`src/rtl/usbc_pkg.sv`:
```
/*
  Shared constants and types for the serial port bit clock, pin and frame logic.
  Assumes a single system clock; some field codes here are used by more than one file.
*/
package usbc_pkg;
  // ==========================================================
  // clock source and divider
  localparam logic [1:0] CLK_SRC_MAIN = 2'h0;
  localparam logic [1:0] CLK_SRC_DIV = 2'h1;
  localparam logic [1:0] CLK_SRC_EXT = 2'h3;
  localparam logic [1:0] CLK_SRC_RESET = 2'h0;
  localparam int PREDIV_RATIO = 8;
  localparam logic [2:0] PREDIV_TOP = 3'(PREDIV_RATIO - 1);
  localparam int DIV_W = 16;
  localparam logic [15:0] CD_OFF = 16'h0000;
  localparam logic [15:0] CD_BYPASS = 16'h0001;
  localparam logic [15:0] CD_RESET = 16'h0000;
  localparam logic [2:0] FP_RESET = 3'h0;
  // ==========================================================
  // oversampling and spi master clock limit
  localparam int OS_HIGH = 16;
  localparam int OS_LOW = 8;
  localparam logic [3:0] OS_TOP_16 = 4'(OS_HIGH - 1);
  localparam logic [3:0] OS_TOP_8 = 4'(OS_LOW - 1);
  localparam int SPI_MIN_PERIOD = 6;
  localparam logic [2:0] SPI_GAP_TOP = 3'(SPI_MIN_PERIOD - 1);
  localparam int CYC_W = 20;
  // ==========================================================
  // frame format
  localparam int WORD_W = 9;
  localparam logic [3:0] DLEN_MIN = 4'h5;
  localparam logic [3:0] DLEN_MAX = 4'h9;
  localparam logic [3:0] DLEN_RESET = 4'h8;
  localparam logic [1:0] STOP_1 = 2'h0;
  localparam logic [1:0] STOP_1P5 = 2'h1;
  localparam logic [1:0] STOP_2 = 2'h2;
  typedef enum logic [2:0] {
    PAR_EVEN = 3'h0,
    PAR_ODD = 3'h1,
    PAR_SPACE = 3'h2,
    PAR_MARK = 3'h3,
    PAR_NONE = 3'h4
  } usbc_parity_t;
  typedef enum logic [4:0] {
    FR_IDLE = 5'h01,
    FR_START = 5'h02,
    FR_DATA = 5'h04,
    FR_PARITY = 5'h08,
    FR_STOP = 5'h10
  } usbc_frame_t;
  // ==========================================================
  // transmit buffer
  localparam int FIFO_DEPTH = 32;
  localparam int FIFO_AW = 5;
endpackage

```
`src/rtl/usbc_pin_sync.sv`:
```
/*
  Three-stage synchroniser for one pin input.
  Assumes the input is asynchronous to sys_clk; the output changes only once
  the second and third stages agree.
*/
`timescale 1ns/1ps
module usbc_pin_sync #(
  parameter logic RESET_VAL = 1'b0
) (
  input wire logic sys_clk,
  input wire logic reset_n,
  input wire logic pin_in,
  output logic pin_q
);
  logic s1_q;
  logic s2_q;
  logic s3_q;

  always_ff @(posedge sys_clk or negedge reset_n) begin
    if (!reset_n) begin
      s1_q <= RESET_VAL;
      s2_q <= RESET_VAL;
      s3_q <= RESET_VAL;
      pin_q <= RESET_VAL;
    end else begin
      s1_q <= pin_in;
      s2_q <= s1_q;
      s3_q <= s2_q;
      if (s2_q == s3_q) begin
        pin_q <= s3_q;
      end
    end
  end
endmodule

```
`src/rtl/usbc_fifo.sv`:
```
/*
  Synchronous FIFO with valid/ready on both sides.
  Assumes one clock; in_ready and out_valid come from flip-flops.
*/
`timescale 1ns/1ps
module usbc_fifo #(
  parameter int WIDTH = 9,
  parameter int DEPTH = 32,
  parameter int AW = 5
) (
  input wire logic sys_clk,
  input wire logic reset_n,
  input wire logic [WIDTH-1:0] in_data,
  input wire logic in_valid,
  output logic in_ready,
  output logic [WIDTH-1:0] out_data,
  output logic out_valid,
  input wire logic out_ready
);
  logic [WIDTH-1:0] mem [DEPTH];
  logic [AW-1:0] wr_ptr_q;
  logic [AW-1:0] rd_ptr_q;
  logic [AW:0] cnt_q;
  logic [AW:0] cnt_d;
  wire push = in_valid && in_ready;
  wire pop = out_ready && out_valid;

  assign cnt_d = cnt_q + (AW+1)'(push) - (AW+1)'(pop);
  assign out_data = mem[rd_ptr_q];

  always_ff @(posedge sys_clk) begin
    if (push) begin
      mem[wr_ptr_q] <= in_data;
    end
  end

  always_ff @(posedge sys_clk or negedge reset_n) begin
    if (!reset_n) begin
      wr_ptr_q <= '0;
      rd_ptr_q <= '0;
      cnt_q <= '0;
      in_ready <= 1'b1;
      out_valid <= 1'b0;
    end else begin
      wr_ptr_q <= wr_ptr_q + AW'(push);
      rd_ptr_q <= rd_ptr_q + AW'(pop);
      cnt_q <= cnt_d;
      in_ready <= cnt_d != (AW+1)'(DEPTH);
      out_valid <= cnt_d != '0;
    end
  end
endmodule

```
`src/rtl/usbc_top.sv`:
```
/*
  Serial port bit clock generator, pin roles and frame engine (transmit and receive).
  Assumes configuration arrives as plain ports latched by cfg_write, pins are
  asynchronous and pass synchronisers, and periph_clock_on stands for the gated
  peripheral clock: while low, all serial state holds.
*/
// Function
// - one bit clock feeds transmitter and receiver
// - source: main clock, divided by eight, pin
// - sixteen-bit divider set by clock divisor
// - divisor zero stops the bit clock, except an external source in sync/spi
// - divisor one passes source clock through
// - clear-to-send low; slave select in slave
// - request-to-send low; slave select as master
// - spi master/slave swap data pin roles
// - stopped clock resumes from held state
// - configuration accepted while clock is stopped
// - five to nine bits, either bit order
// - stop bits 1, 1.5, 2 async; sync 1/2
// - parity even, odd, mark, space, none
// - receiver oversamples by eight or sixteen
// - spi master clock at most main/6
// - async: divided clock split by 16 or 8
// - fractional divisor adds eighths, async only
// - sync/spi bit clock is source over divisor
// - sync/spi external source used directly, undivided
`timescale 1ns/1ps
module usbc_top (
  input wire logic sys_clk,
  input wire logic reset_n,
  input wire logic periph_clock_on,
  input wire logic cfg_write,
  input wire logic [1:0] cfg_clock_source_select,
  input wire logic [usbc_pkg::DIV_W-1:0] cfg_clock_divisor,
  input wire logic [2:0] cfg_fractional_divisor,
  input wire logic cfg_sync_mode,
  input wire logic cfg_spi_mode,
  input wire logic cfg_spi_master,
  input wire logic cfg_oversample_by_eight,
  input wire logic cfg_handshake,
  input wire logic [3:0] cfg_data_length,
  input wire logic cfg_msb_first,
  input wire usbc_pkg::usbc_parity_t cfg_parity,
  input wire logic [1:0] cfg_stop_bits,
  input wire logic [usbc_pkg::WORD_W-1:0] tx_data,
  input wire logic tx_valid,
  output logic tx_ready,
  output logic [usbc_pkg::WORD_W-1:0] rx_data,
  output logic rx_valid,
  output logic rx_parity_err,
  output logic rx_frame_err,
  output logic bit_clock_tick,
  input wire logic sck_in,
  output logic sck_out,
  output logic sck_oe_n,
  output logic txd_out,
  output logic txd_oe_n,
  input wire logic rxd_in,
  input wire logic cts_n_in,
  output logic rts_n_out
);
  import usbc_pkg::*;

  // ==========================================================
  // configuration
  logic [1:0] src_q;
  logic [DIV_W-1:0] cd_q;
  logic [2:0] fp_q;
  logic sync_q;
  logic spi_q;
  logic spi_master_q;
  logic over8_q;
  logic hs_q;
  logic [3:0] len_q;
  logic msb_q;
  usbc_parity_t par_q;
  logic [1:0] stop_q;
  wire [3:0] len_d = (cfg_data_length < DLEN_MIN) ? DLEN_MIN :
                     (cfg_data_length > DLEN_MAX) ? DLEN_MAX : cfg_data_length;

  // writes land whether or not the serial clock runs
  always_ff @(posedge sys_clk or negedge reset_n) begin
    if (!reset_n) begin
      src_q <= CLK_SRC_RESET;
      cd_q <= CD_RESET;
      fp_q <= FP_RESET;
      sync_q <= 1'b0;
      spi_q <= 1'b0;
      spi_master_q <= 1'b0;
      over8_q <= 1'b0;
      hs_q <= 1'b0;
      len_q <= DLEN_RESET;
      msb_q <= 1'b0;
      par_q <= PAR_NONE;
      stop_q <= STOP_1;
    end else if (cfg_write) begin
      src_q <= cfg_clock_source_select;
      cd_q <= cfg_clock_divisor;
      fp_q <= cfg_fractional_divisor;
      sync_q <= cfg_sync_mode;
      spi_q <= cfg_spi_mode;
      spi_master_q <= cfg_spi_master;
      over8_q <= cfg_oversample_by_eight;
      hs_q <= cfg_handshake;
      len_q <= len_d;
      msb_q <= cfg_msb_first;
      par_q <= cfg_parity;
      stop_q <= cfg_stop_bits;
    end
  end

  wire run = periph_clock_on;
  wire async_md = !sync_q && !spi_q;
  wire spi_m = spi_q && spi_master_q;
  wire spi_s = spi_q && !spi_master_q;

  // ==========================================================
  // pin synchronisers
  logic sck_s;
  logic rxd_s;
  logic cts_n_s;
  usbc_pin_sync #(.RESET_VAL(1'b0)) u_sync_sck (
    .sys_clk(sys_clk), .reset_n(reset_n), .pin_in(sck_in), .pin_q(sck_s));
  usbc_pin_sync #(.RESET_VAL(1'b1)) u_sync_rxd (
    .sys_clk(sys_clk), .reset_n(reset_n), .pin_in(rxd_in), .pin_q(rxd_s));
  usbc_pin_sync #(.RESET_VAL(1'b1)) u_sync_cts (
    .sys_clk(sys_clk), .reset_n(reset_n), .pin_in(cts_n_in), .pin_q(cts_n_s));

  // ==========================================================
  // source selection and divider
  logic [2:0] prediv_q;
  logic sck_prev_q;
  logic [DIV_W-1:0] div_cnt_q;
  logic [2:0] frac_acc_q;
  logic stretch_q;
  logic [3:0] os_cnt_q;
  logic [2:0] gap_q;
  logic pend_q;

  // external clock is only seen on rising edges; the far end keeps each phase
  // longer than one system period and the rate well below it
  wire sck_rise = sck_s && !sck_prev_q;
  wire prediv_tick = prediv_q == PREDIV_TOP;
  wire src_tick = run && ((src_q == CLK_SRC_EXT) ? sck_rise :
                          (src_q == CLK_SRC_DIV) ? prediv_tick : 1'b1);
  wire [2:0] frac_eff = (async_md && fp_q != FP_RESET) ? fp_q : 3'h0;
  wire [3:0] frac_sum = {1'b0, frac_acc_q} + {1'b0, frac_eff};
  wire [DIV_W-1:0] div_top = cd_q - CD_BYPASS + {{(DIV_W-1){1'b0}}, stretch_q};
  wire div_tick = (cd_q == CD_OFF) ? 1'b0 :
                  (cd_q == CD_BYPASS) ? src_tick :
                  src_tick && (div_cnt_q == div_top);
  wire [3:0] os_top = over8_q ? OS_TOP_8 : OS_TOP_16;
  wire async_bit = async_md && div_tick && (os_cnt_q == os_top);
  wire raw_sync = (src_q == CLK_SRC_EXT) ? src_tick : div_tick;
  wire gap_ok = !spi_m || (gap_q == SPI_GAP_TOP);
  wire bit_tick = async_md ? async_bit : (run && (raw_sync || pend_q) && gap_ok);
  // transmitter and receiver both step on this one tick stream
  wire unit_tick = async_md ? div_tick : bit_tick;
  wire [4:0] u_top = async_md ? {1'b0, os_top} : 5'h00;

  always_ff @(posedge sys_clk or negedge reset_n) begin
    if (!reset_n) begin
      prediv_q <= 3'h0;
      sck_prev_q <= 1'b0;
    end else if (run) begin
      prediv_q <= prediv_q + 3'h1;
      sck_prev_q <= sck_s;
    end
  end

  always_ff @(posedge sys_clk or negedge reset_n) begin
    if (!reset_n) begin
      div_cnt_q <= '0;
      frac_acc_q <= 3'h0;
      stretch_q <= 1'b0;
      os_cnt_q <= 4'h0;
    end else begin
      if (src_tick && cd_q > CD_BYPASS) begin
        div_cnt_q <= (div_cnt_q == div_top) ? '0 : div_cnt_q + CD_BYPASS;
      end
      if (div_tick) begin
        frac_acc_q <= frac_sum[2:0];
        stretch_q <= frac_sum[3];
        os_cnt_q <= (os_cnt_q == os_top) ? 4'h0 : os_cnt_q + 4'h1;
      end
    end
  end

  // a master tick arriving too early waits in pend_q instead of being lost
  always_ff @(posedge sys_clk or negedge reset_n) begin
    if (!reset_n) begin
      gap_q <= SPI_GAP_TOP;
      pend_q <= 1'b0;
    end else if (bit_tick) begin
      gap_q <= 3'h0;
      pend_q <= 1'b0;
    end else if (run) begin
      if (gap_q != SPI_GAP_TOP) begin
        gap_q <= gap_q + 3'h1;
      end
      if (raw_sync && !async_md) begin
        pend_q <= 1'b1;
      end
    end
  end

  // ==========================================================
  // serial clock output: low at each bit tick, high half a period later
  logic [CYC_W-1:0] cyc_q;
  logic [CYC_W-1:0] half_q;
  wire sck_master = !async_md && !spi_s && (src_q != CLK_SRC_EXT);

  always_ff @(posedge sys_clk or negedge reset_n) begin
    if (!reset_n) begin
      cyc_q <= '0;
      half_q <= '0;
      sck_out <= 1'b0;
      sck_oe_n <= 1'b1;
      bit_clock_tick <= 1'b0;
    end else begin
      bit_clock_tick <= bit_tick;
      sck_oe_n <= !sck_master;
      if (bit_tick) begin
        half_q <= cyc_q >> 1;
        cyc_q <= '0;
        sck_out <= 1'b0;
      end else if (run) begin
        if (cyc_q != {CYC_W{1'b1}}) begin
          cyc_q <= cyc_q + {{(CYC_W-1){1'b0}}, 1'b1};
        end
        if (cyc_q == half_q) begin
          sck_out <= 1'b1;
        end
      end
    end
  end

  // ==========================================================
  // frame helpers
  wire [WORD_W-1:0] len_mask = ~({WORD_W{1'b1}} << len_q);
  wire [4:0] stop_top = (stop_q == STOP_2) ? {u_top[3:0], 1'b1} :
                        (stop_q == STOP_1P5 && async_md) ? u_top + ((u_top + 5'h01) >> 1) :
                        u_top;

  function automatic logic par_of(input usbc_parity_t m, input logic [WORD_W-1:0] w,
                                  input logic [WORD_W-1:0] mask);
    logic x;
    x = ^(w & mask);
    case (m)
      PAR_EVEN: par_of = x;
      PAR_ODD: par_of = !x;
      PAR_MARK: par_of = 1'b1;
      default: par_of = 1'b0;
    endcase
  endfunction

  // ==========================================================
  // transmit buffer and transmitter
  usbc_frame_t tx_state_q;
  logic [WORD_W-1:0] tx_word_q;
  logic [3:0] tx_idx_q;
  logic [4:0] tx_u_q;
  logic [WORD_W-1:0] fifo_data;
  logic fifo_valid;

  // in slave mode the select line gates shifting; as master cts is ignored, else handshake is optional
  wire tx_allow = spi_m ? 1'b1 : (spi_s || hs_q) ? !cts_n_s : 1'b1;
  wire fifo_pop = run && (tx_state_q == FR_IDLE) && fifo_valid && tx_allow;
  wire [4:0] tx_top = (tx_state_q == FR_STOP) ? stop_top : u_top;
  wire tx_end = unit_tick && (tx_u_q == tx_top);
  wire tx_last = tx_idx_q == (len_q - 4'h1);
  wire [3:0] tx_pos = msb_q ? (len_q - 4'h1 - tx_idx_q) : tx_idx_q;
  wire tx_par = par_of(par_q, tx_word_q, len_mask);
  wire txd_d = (tx_state_q == FR_START) ? 1'b0 :
               (tx_state_q == FR_DATA) ? tx_word_q[tx_pos] :
               (tx_state_q == FR_PARITY) ? tx_par : 1'b1;

  usbc_fifo #(.WIDTH(WORD_W), .DEPTH(FIFO_DEPTH), .AW(FIFO_AW)) u_tx_fifo (
    .sys_clk(sys_clk),
    .reset_n(reset_n),
    .in_data(tx_data),
    .in_valid(tx_valid),
    .in_ready(tx_ready),
    .out_data(fifo_data),
    .out_valid(fifo_valid),
    .out_ready(fifo_pop)
  );

  always_ff @(posedge sys_clk or negedge reset_n) begin
    if (!reset_n) begin
      tx_state_q <= FR_IDLE;
      tx_word_q <= '0;
      tx_idx_q <= 4'h0;
      tx_u_q <= 5'h00;
    end else begin
      if (unit_tick && tx_state_q != FR_IDLE) begin
        tx_u_q <= tx_end ? 5'h00 : tx_u_q + 5'h01;
      end
      case (tx_state_q)
        FR_IDLE: if (fifo_pop) begin
          tx_word_q <= fifo_data;
          tx_idx_q <= 4'h0;
          tx_u_q <= 5'h00;
          tx_state_q <= spi_q ? FR_DATA : FR_START;
        end
        FR_START: if (tx_end) begin
          tx_state_q <= FR_DATA;
        end
        FR_DATA: if (tx_end) begin
          tx_idx_q <= tx_idx_q + 4'h1;
          if (tx_last) begin
            tx_state_q <= spi_q ? FR_IDLE : (par_q == PAR_NONE) ? FR_STOP : FR_PARITY;
          end
        end
        FR_PARITY: if (tx_end) begin
          tx_state_q <= FR_STOP;
        end
        FR_STOP: if (tx_end) begin
          tx_state_q <= FR_IDLE;
        end
        default: tx_state_q <= FR_IDLE;
      endcase
    end
  end

  // the data pin is mosi as master and miso as slave; a deselected slave lets go
  always_ff @(posedge sys_clk or negedge reset_n) begin
    if (!reset_n) begin
      txd_out <= 1'b1;
      txd_oe_n <= 1'b0;
      rts_n_out <= 1'b1;
    end else begin
      txd_out <= txd_d;
      txd_oe_n <= spi_s ? cts_n_s : 1'b0;
      rts_n_out <= spi_m ? (tx_state_q == FR_IDLE) : !run;
    end
  end

  // ==========================================================
  // receiver
  usbc_frame_t rx_state_q;
  logic [WORD_W-1:0] rx_word_q;
  logic [3:0] rx_idx_q;
  logic [4:0] rx_u_q;
  logic rx_perr_q;

  wire rx_end = unit_tick && (rx_u_q == u_top);
  wire rx_last = rx_idx_q == (len_q - 4'h1);
  // receive pin is miso as master, mosi as slave
  wire [3:0] rx_pos = msb_q ? (len_q - 4'h1 - rx_idx_q) : rx_idx_q;
  wire spi_go = spi_m ? (tx_state_q == FR_DATA) : !cts_n_s;
  wire rx_go = spi_q ? spi_go : (!rxd_s && (async_md || unit_tick));
  // in async mode the start bit is confirmed at its middle
  wire [4:0] rx_half = u_top >> 1;

  always_ff @(posedge sys_clk or negedge reset_n) begin
    if (!reset_n) begin
      rx_state_q <= FR_IDLE;
      rx_word_q <= '0;
      rx_idx_q <= 4'h0;
      rx_u_q <= 5'h00;
      rx_perr_q <= 1'b0;
      rx_data <= '0;
      rx_valid <= 1'b0;
      rx_parity_err <= 1'b0;
      rx_frame_err <= 1'b0;
    end else begin
      rx_valid <= 1'b0;
      if (unit_tick && rx_state_q != FR_IDLE && rx_state_q != FR_START) begin
        rx_u_q <= rx_end ? 5'h00 : rx_u_q + 5'h01;
      end
      case (rx_state_q)
        FR_IDLE: if (run && rx_go) begin
          rx_word_q <= '0;
          rx_idx_q <= 4'h0;
          rx_u_q <= 5'h00;
          rx_perr_q <= 1'b0;
          rx_state_q <= async_md ? FR_START : FR_DATA;
        end
        FR_START: if (unit_tick) begin
          if (rx_u_q == rx_half) begin
            rx_u_q <= 5'h00;
            rx_state_q <= rxd_s ? FR_IDLE : FR_DATA;
          end else begin
            rx_u_q <= rx_u_q + 5'h01;
          end
        end
        FR_DATA: if (rx_end) begin
          rx_word_q[rx_pos] <= rxd_s;
          rx_idx_q <= rx_idx_q + 4'h1;
          if (rx_last) begin
            rx_state_q <= (spi_q || par_q == PAR_NONE) ? FR_STOP : FR_PARITY;
          end
        end
        FR_PARITY: if (rx_end) begin
          rx_perr_q <= rxd_s != par_of(par_q, rx_word_q, len_mask);
          rx_state_q <= FR_STOP;
        end
        FR_STOP: if (run && (spi_q || rx_end)) begin
          rx_data <= rx_word_q;
          rx_valid <= 1'b1;
          rx_parity_err <= rx_perr_q;
          rx_frame_err <= !spi_q && !rxd_s;
          rx_state_q <= FR_IDLE;
        end
        default: rx_state_q <= FR_IDLE;
      endcase
    end
  end

  // ==========================================================
  // checks
  logic [3:0] chk_os_q;
  logic chk_ok_q;

  always_ff @(posedge sys_clk or negedge reset_n) begin
    if (!reset_n) begin
      chk_os_q <= 4'h0;
      chk_ok_q <= 1'b0;
    end else if (cfg_write) begin
      chk_ok_q <= 1'b0;
    end else if (bit_tick && async_md) begin
      chk_os_q <= 4'h0;
      chk_ok_q <= 1'b1;
    end else if (div_tick) begin
      chk_os_q <= chk_os_q + 4'h1;
    end
  end

  a_cd_zero_silent: assert property (
    @(posedge sys_clk) disable iff (!reset_n)
    cd_q == CD_OFF && !pend_q && src_q != CLK_SRC_EXT |-> !div_tick && !bit_tick ##1 !bit_clock_tick)
    else $error("bit clock ticked with divisor zero");

  a_cd_one_bypass: assert property (
    @(posedge sys_clk) disable iff (!reset_n)
    cd_q == CD_BYPASS && src_tick |-> div_tick)
    else $error("divisor one did not pass the source clock");

  a_stop_holds_state: assert property (
    @(posedge sys_clk) disable iff (!reset_n)
    !periph_clock_on |=> $stable(tx_state_q) && $stable(rx_state_q) && $stable(div_cnt_q))
    else $error("state moved while the peripheral clock was off");

  a_cfg_while_off: assert property (
    @(posedge sys_clk) disable iff (!reset_n)
    cfg_write && !periph_clock_on |=> cd_q == $past(cfg_clock_divisor) && src_q == $past(cfg_clock_source_select))
    else $error("configuration lost while the clock was off");

  a_spi_master_gap: assert property (
    @(posedge sys_clk) disable iff (!reset_n)
    spi_m && !async_md && bit_tick |=> !bit_tick [*5])
    else $error("spi master bit clock faster than one sixth");

  a_ext_direct_sync: assert property (
    @(posedge sys_clk) disable iff (!reset_n)
    sync_q && !spi_q && src_q == CLK_SRC_EXT && src_tick |-> bit_tick ##1 bit_clock_tick)
    else $error("external clock not used directly in sync mode");

  a_rts_slave_sel: assert property (
    @(posedge sys_clk) disable iff (!reset_n)
    spi_m && tx_state_q == FR_DATA && $past(tx_state_q) == FR_DATA |-> !rts_n_out)
    else $error("slave select not low during master frame");

  a_async_os_ratio: assert property (
    @(posedge sys_clk) disable iff (!reset_n)
    async_md && bit_tick && chk_ok_q && !cfg_write |-> chk_os_q == os_top)
    else $error("async bit clock not sixteen or eight sample ticks");
endmodule

```
`config.mk`:
```
export PLATFORM = sky130hd
export DESIGN_NAME = usbc_top
export DESIGN_NICKNAME = d
export VERILOG_FILES = /design/src/rtl/usbc_pkg.sv /design/src/rtl/usbc_pin_sync.sv /design/src/rtl/usbc_fifo.sv /design/src/rtl/usbc_top.sv
export SDC_FILE = /design/constraint.sdc
export NUM_CORES = 1
export LEC_CHECK = 0
export ABC_AREA = 1
export BUFFER_PORTS_ARGS = -buffer_cell sky130_fd_sc_hd__clkbuf_2
export CORE_AREA = 2 2 189 191
export DETAILED_ROUTE_END_ITERATION = 7
export DIE_AREA = 0 0 191 193
export MAX_ROUTING_LAYER = met4
export PLACE_DENSITY = 0.88
export SLEW_MARGIN = 20
export SYNTH_ARGS = -nofsm -noshare
export SYNTH_HDL_FRONTEND = slang
export SYNTH_SLANG_ARGS = --single-unit
```
`constraint.sdc`:
```
create_clock -name sys_clk -period 9.1 [get_ports sys_clk]
set_input_delay 1.365 -clock sys_clk [delete_from_list [all_inputs] [get_ports sys_clk]]
set_output_delay 1.365 -clock sys_clk [all_outputs]
set_load 0.01 [all_outputs]
```
==> key figures <==
Route
  • Drt drc: 0
  • WL final: roughly 57000 µm
  • Via/cell ratio: between 6 and 7
  • Post-route ant nets: 0
  • Drt first pass iters: 6
  • 1st-iter DRT viols: between 1.5k and 2k
  • Routed WL per cell: about 20 µm
  • DR vias: 17.7k

Yosys
  • Synth warn: 0
  • Synth async-reset ratio: 0.412
  • Synthesized area per cell: about 9.9 µm²
  • Post-synthesis register bit count: ~500
  • Syn Nets: 2402
  • Top post-synthesis cells by area: edfxtp_1 38%, dfrtp_1 20%, nand2_1 7.6%
  • Ys flop type: edfxtp_1
  • Seq/Total Area, Yosys: 0.601
  • Share of the synthesized area in the top cell type: 0.379
  • Syn Inst Count: 2309
  • Top-count cell post-synth: nand2_1
  • Synth cell types: 55
  • Post-synth top cells: 461 x nand2_1, 288 x edfxtp_1, 228 x nor2_1
  • Post-synth EDFFs: around 290
  • Synthesized area: 22800 µm²
  • Post-synth top area cell: edfxtp_1

Clock tree
  • Sink Count: slightly below 500
  • Clk slew on worst S/H paths: around 0.06 ns
  • Maximum clock insertion buffer count: 3
  • CTS tree: done
  • Post-CTS setup buffers: 0
  • Hold Buf Count CTS: 0
  • H-tree depth: 2
  • Clk_lat worst skew: roughly 0.60 ns
  • Post-CTS Resized: 0
  • CTS root buffer: clkbuf_16
  • CTS Buf Count: 49

Cells and area
  • Layout cells sized above 1: 0.0975
  • Area Overhead vs Synth: 10.3%
  • Ant diodes: 0
  • Nets: between 2k and 2.5k

Min path
  • Worst hold path class: flip-flop to flip-flop

Floorplanning
  • Die X: about 190 µm
  • Core area: approximately 35000 µm²
  • # rows: 69
  • Num ports: 72
  • Die area: between 30000 and 40000 µm²
  • Initial core utilization: 0.653
  • Die height: 193 µm

Timing
  • Max Clk Rate: approximately 230 MHz
  • Slew margin rel.: 0.219
  • RSZ-0062 raised after global routing: false
  • Setup TNS: 0 ns
  • Clock skew: 0.0203 ns
  • Final hold vios: 0
  • Setup-failing EPs final: 0
  • Worst-margin pin slew: 1.17 ns
  • Final hold slack: 0.356 ns
  • Clock period minus worst slack: about 4.3 ns
  • Max Slew Vio Count: 0
  • Final worst-path cycle share: 0.478

Status
  • Status: complete, no violations

Setup path
  • Max FO, Critical Path: 22
  • Critical Path Sink Type: flip-flop
  • CP max-delay cell: and3_1
  • Critical path data required time: 9.57 ns
  • CP max stage delay: approximately 0.71 ns
  • Worst EP arrival: about 4.8 ns
  • Worst path cell trace: nor2_1, inv_1, nor4_2, inv_1, a311oi_1, and3_1, ha_1, inv_1, ha_1, nand2_1, nor2_1, a211oi_1, nor2_1, o21ai_0, nand2_1, xnor2_1, nand2_1
  • Worst setup path class: flip-flop to flip-flop
  • Startpoint type of the worst setup path: flip-flop

Placement
  • Hpwl dp: 36400 µm
  • Number of port buffers: 71
  • Gpl congestion: 0.973

Global route
  • Total gr overflow: 0
  • Initial antenna violation count: 0
  • Largest net degree at the start of global routing: around 100
  • Vias in the first global route: roughly 18k
  • Gr usage total: 0.326
  • First-pass GRT wire length: between 90000 and 100000 µm

Run
  • Max cap viols: 0

Power and ir drop
  • Leak: roughly 10 nW
  • Cell Pwr Density: ~290 nW/µm²
  • VDD IR max: 0.316 mV
[per-stage QoR]
step / total power, mW / instance area, µm² / setup WS, ns / cells / util
CTS: 7.25 / 25200 / 4.84 / 2861 / 0.720
global route: 7.64 / 25200 / 4.27 / 2861 / 0.720
floorplan: 4.45 / 22800 / 5.55 / 2309 / -
detailed placement: 5.15 / 23500 / 4.81 / 2770 / 0.672
finish: 7.29 / 25200 / 4.75 / 2861 / 0.720
global placement: 5.03 / 23500 / 5.00 / 2770 / 0.672
[layout make-up]
type                            instances  area, µm²
Clock inverter                         24        313
Sequential cell                       490      13700
Tap cell                              461        577
Clock buffer                           67       1360
Timing Repair Buffer                   81        439
Fill cell                            2414       9780
Multi-Input combinational cell       1519       7940
Inverter                              219        826
[placed cells by master, fill, tap and decap left out, types with 8 or more instances in the layout]
cell type / count
o21ai_0: 216
buf_4: 10
xor2_1: 58
o221ai_1: 15
o22ai_1: 34
nor3_1: 30
clkbuf_8: 8
inv_1: 207
nand4_1: 53
ha_1: 36
nor4_1: 12
clkbuf_2: 70
nand2_1: 461
a221oi_1: 25
nand3b_1: 10
nand2_2: 13
nand3_1: 135
nor2_4: 8
o21ai_1: 28
xnor2_1: 14
clkbuf_16: 49
dfstp_2: 18
a21oi_1: 75
dfrtp_1: 183
edfxtp_1: 288
nor2_1: 228
clkinv_1: 13
clkbuf_1: 11
[path summary, 6_finish.rpt]
kind                                  from  depth (start not counted)  slack, ns                     to
max                          tx_state_q[3]                         17       4.75    u_tx_fifo.out_valid
min                        u_sync_cts.s1_q                          0       0.36        u_sync_cts.s2_q
max reg2reg                  tx_state_q[3]                         17       4.75    u_tx_fifo.out_valid
min reg2reg                u_sync_cts.s1_q                          0       0.36        u_sync_cts.s2_q
max in group asynchronous          reset_n                          2       6.91  u_tx_fifo.rd_ptr_q[0]
min in group asynchronous          reset_n                          1       0.75                cd_q[2]
[power by group]
part / switching, mW / internal (mW) / total (mW)
combinational: 1.67 / 0.689 / 2.36
sequential: 0.206 / 2.63 / 2.84
clock: 0.860 / 1.23 / 2.09
[critical path: cells and delay by family (launching register included)]
| family | cells | cell delay [ns] |
|---|---|---|
| flip-flops | 1 | 0.41 |
| buffers and inverters | 3 | 0.41 |
| AND/OR/NAND/NOR | 8 | 1.76 |
| AO/OA/AOI/OAI | 3 | 0.82 |
| XOR/XNOR | 1 | 0.21 |
| adder cells (fa/ha/maj) | 2 | 0.61 |
[logic make-up after synthesis]
group	count (synthesis)	share of synthesized area
AOI/OAI and AO/OA	423	0.105
and+or+nand+nor	980	0.190
xor gates and xnor gates	72	0.0276
muxes	1	0.000493
DFF	490	0.601
adders and majority gates	43	0.0246
buffers and inverters	300	0.0508
[flip-flops by register name (all words and copies together) (netlist names), 6 cells and up]
signal / flops
u_tx_fifo.mem: 288
rx_word_q: 9
rx_data: 9
cyc_q: 20
div_cnt_q: 16
half_q: 19
cd_q: 16
tx_word_q: 9
u_tx_fifo.cnt_q: 6
[layer usage]
metal  track usage  wire length [µm]  vias to the layer above
met5             -                 0                        -
met4         0.177              2820                        0
met3        0.0469              4590                      192
met2         0.540             28300                      965
met1         0.391             21500                     8489
li1              -                 -                     8061
(Power assumes the default switching activity.)
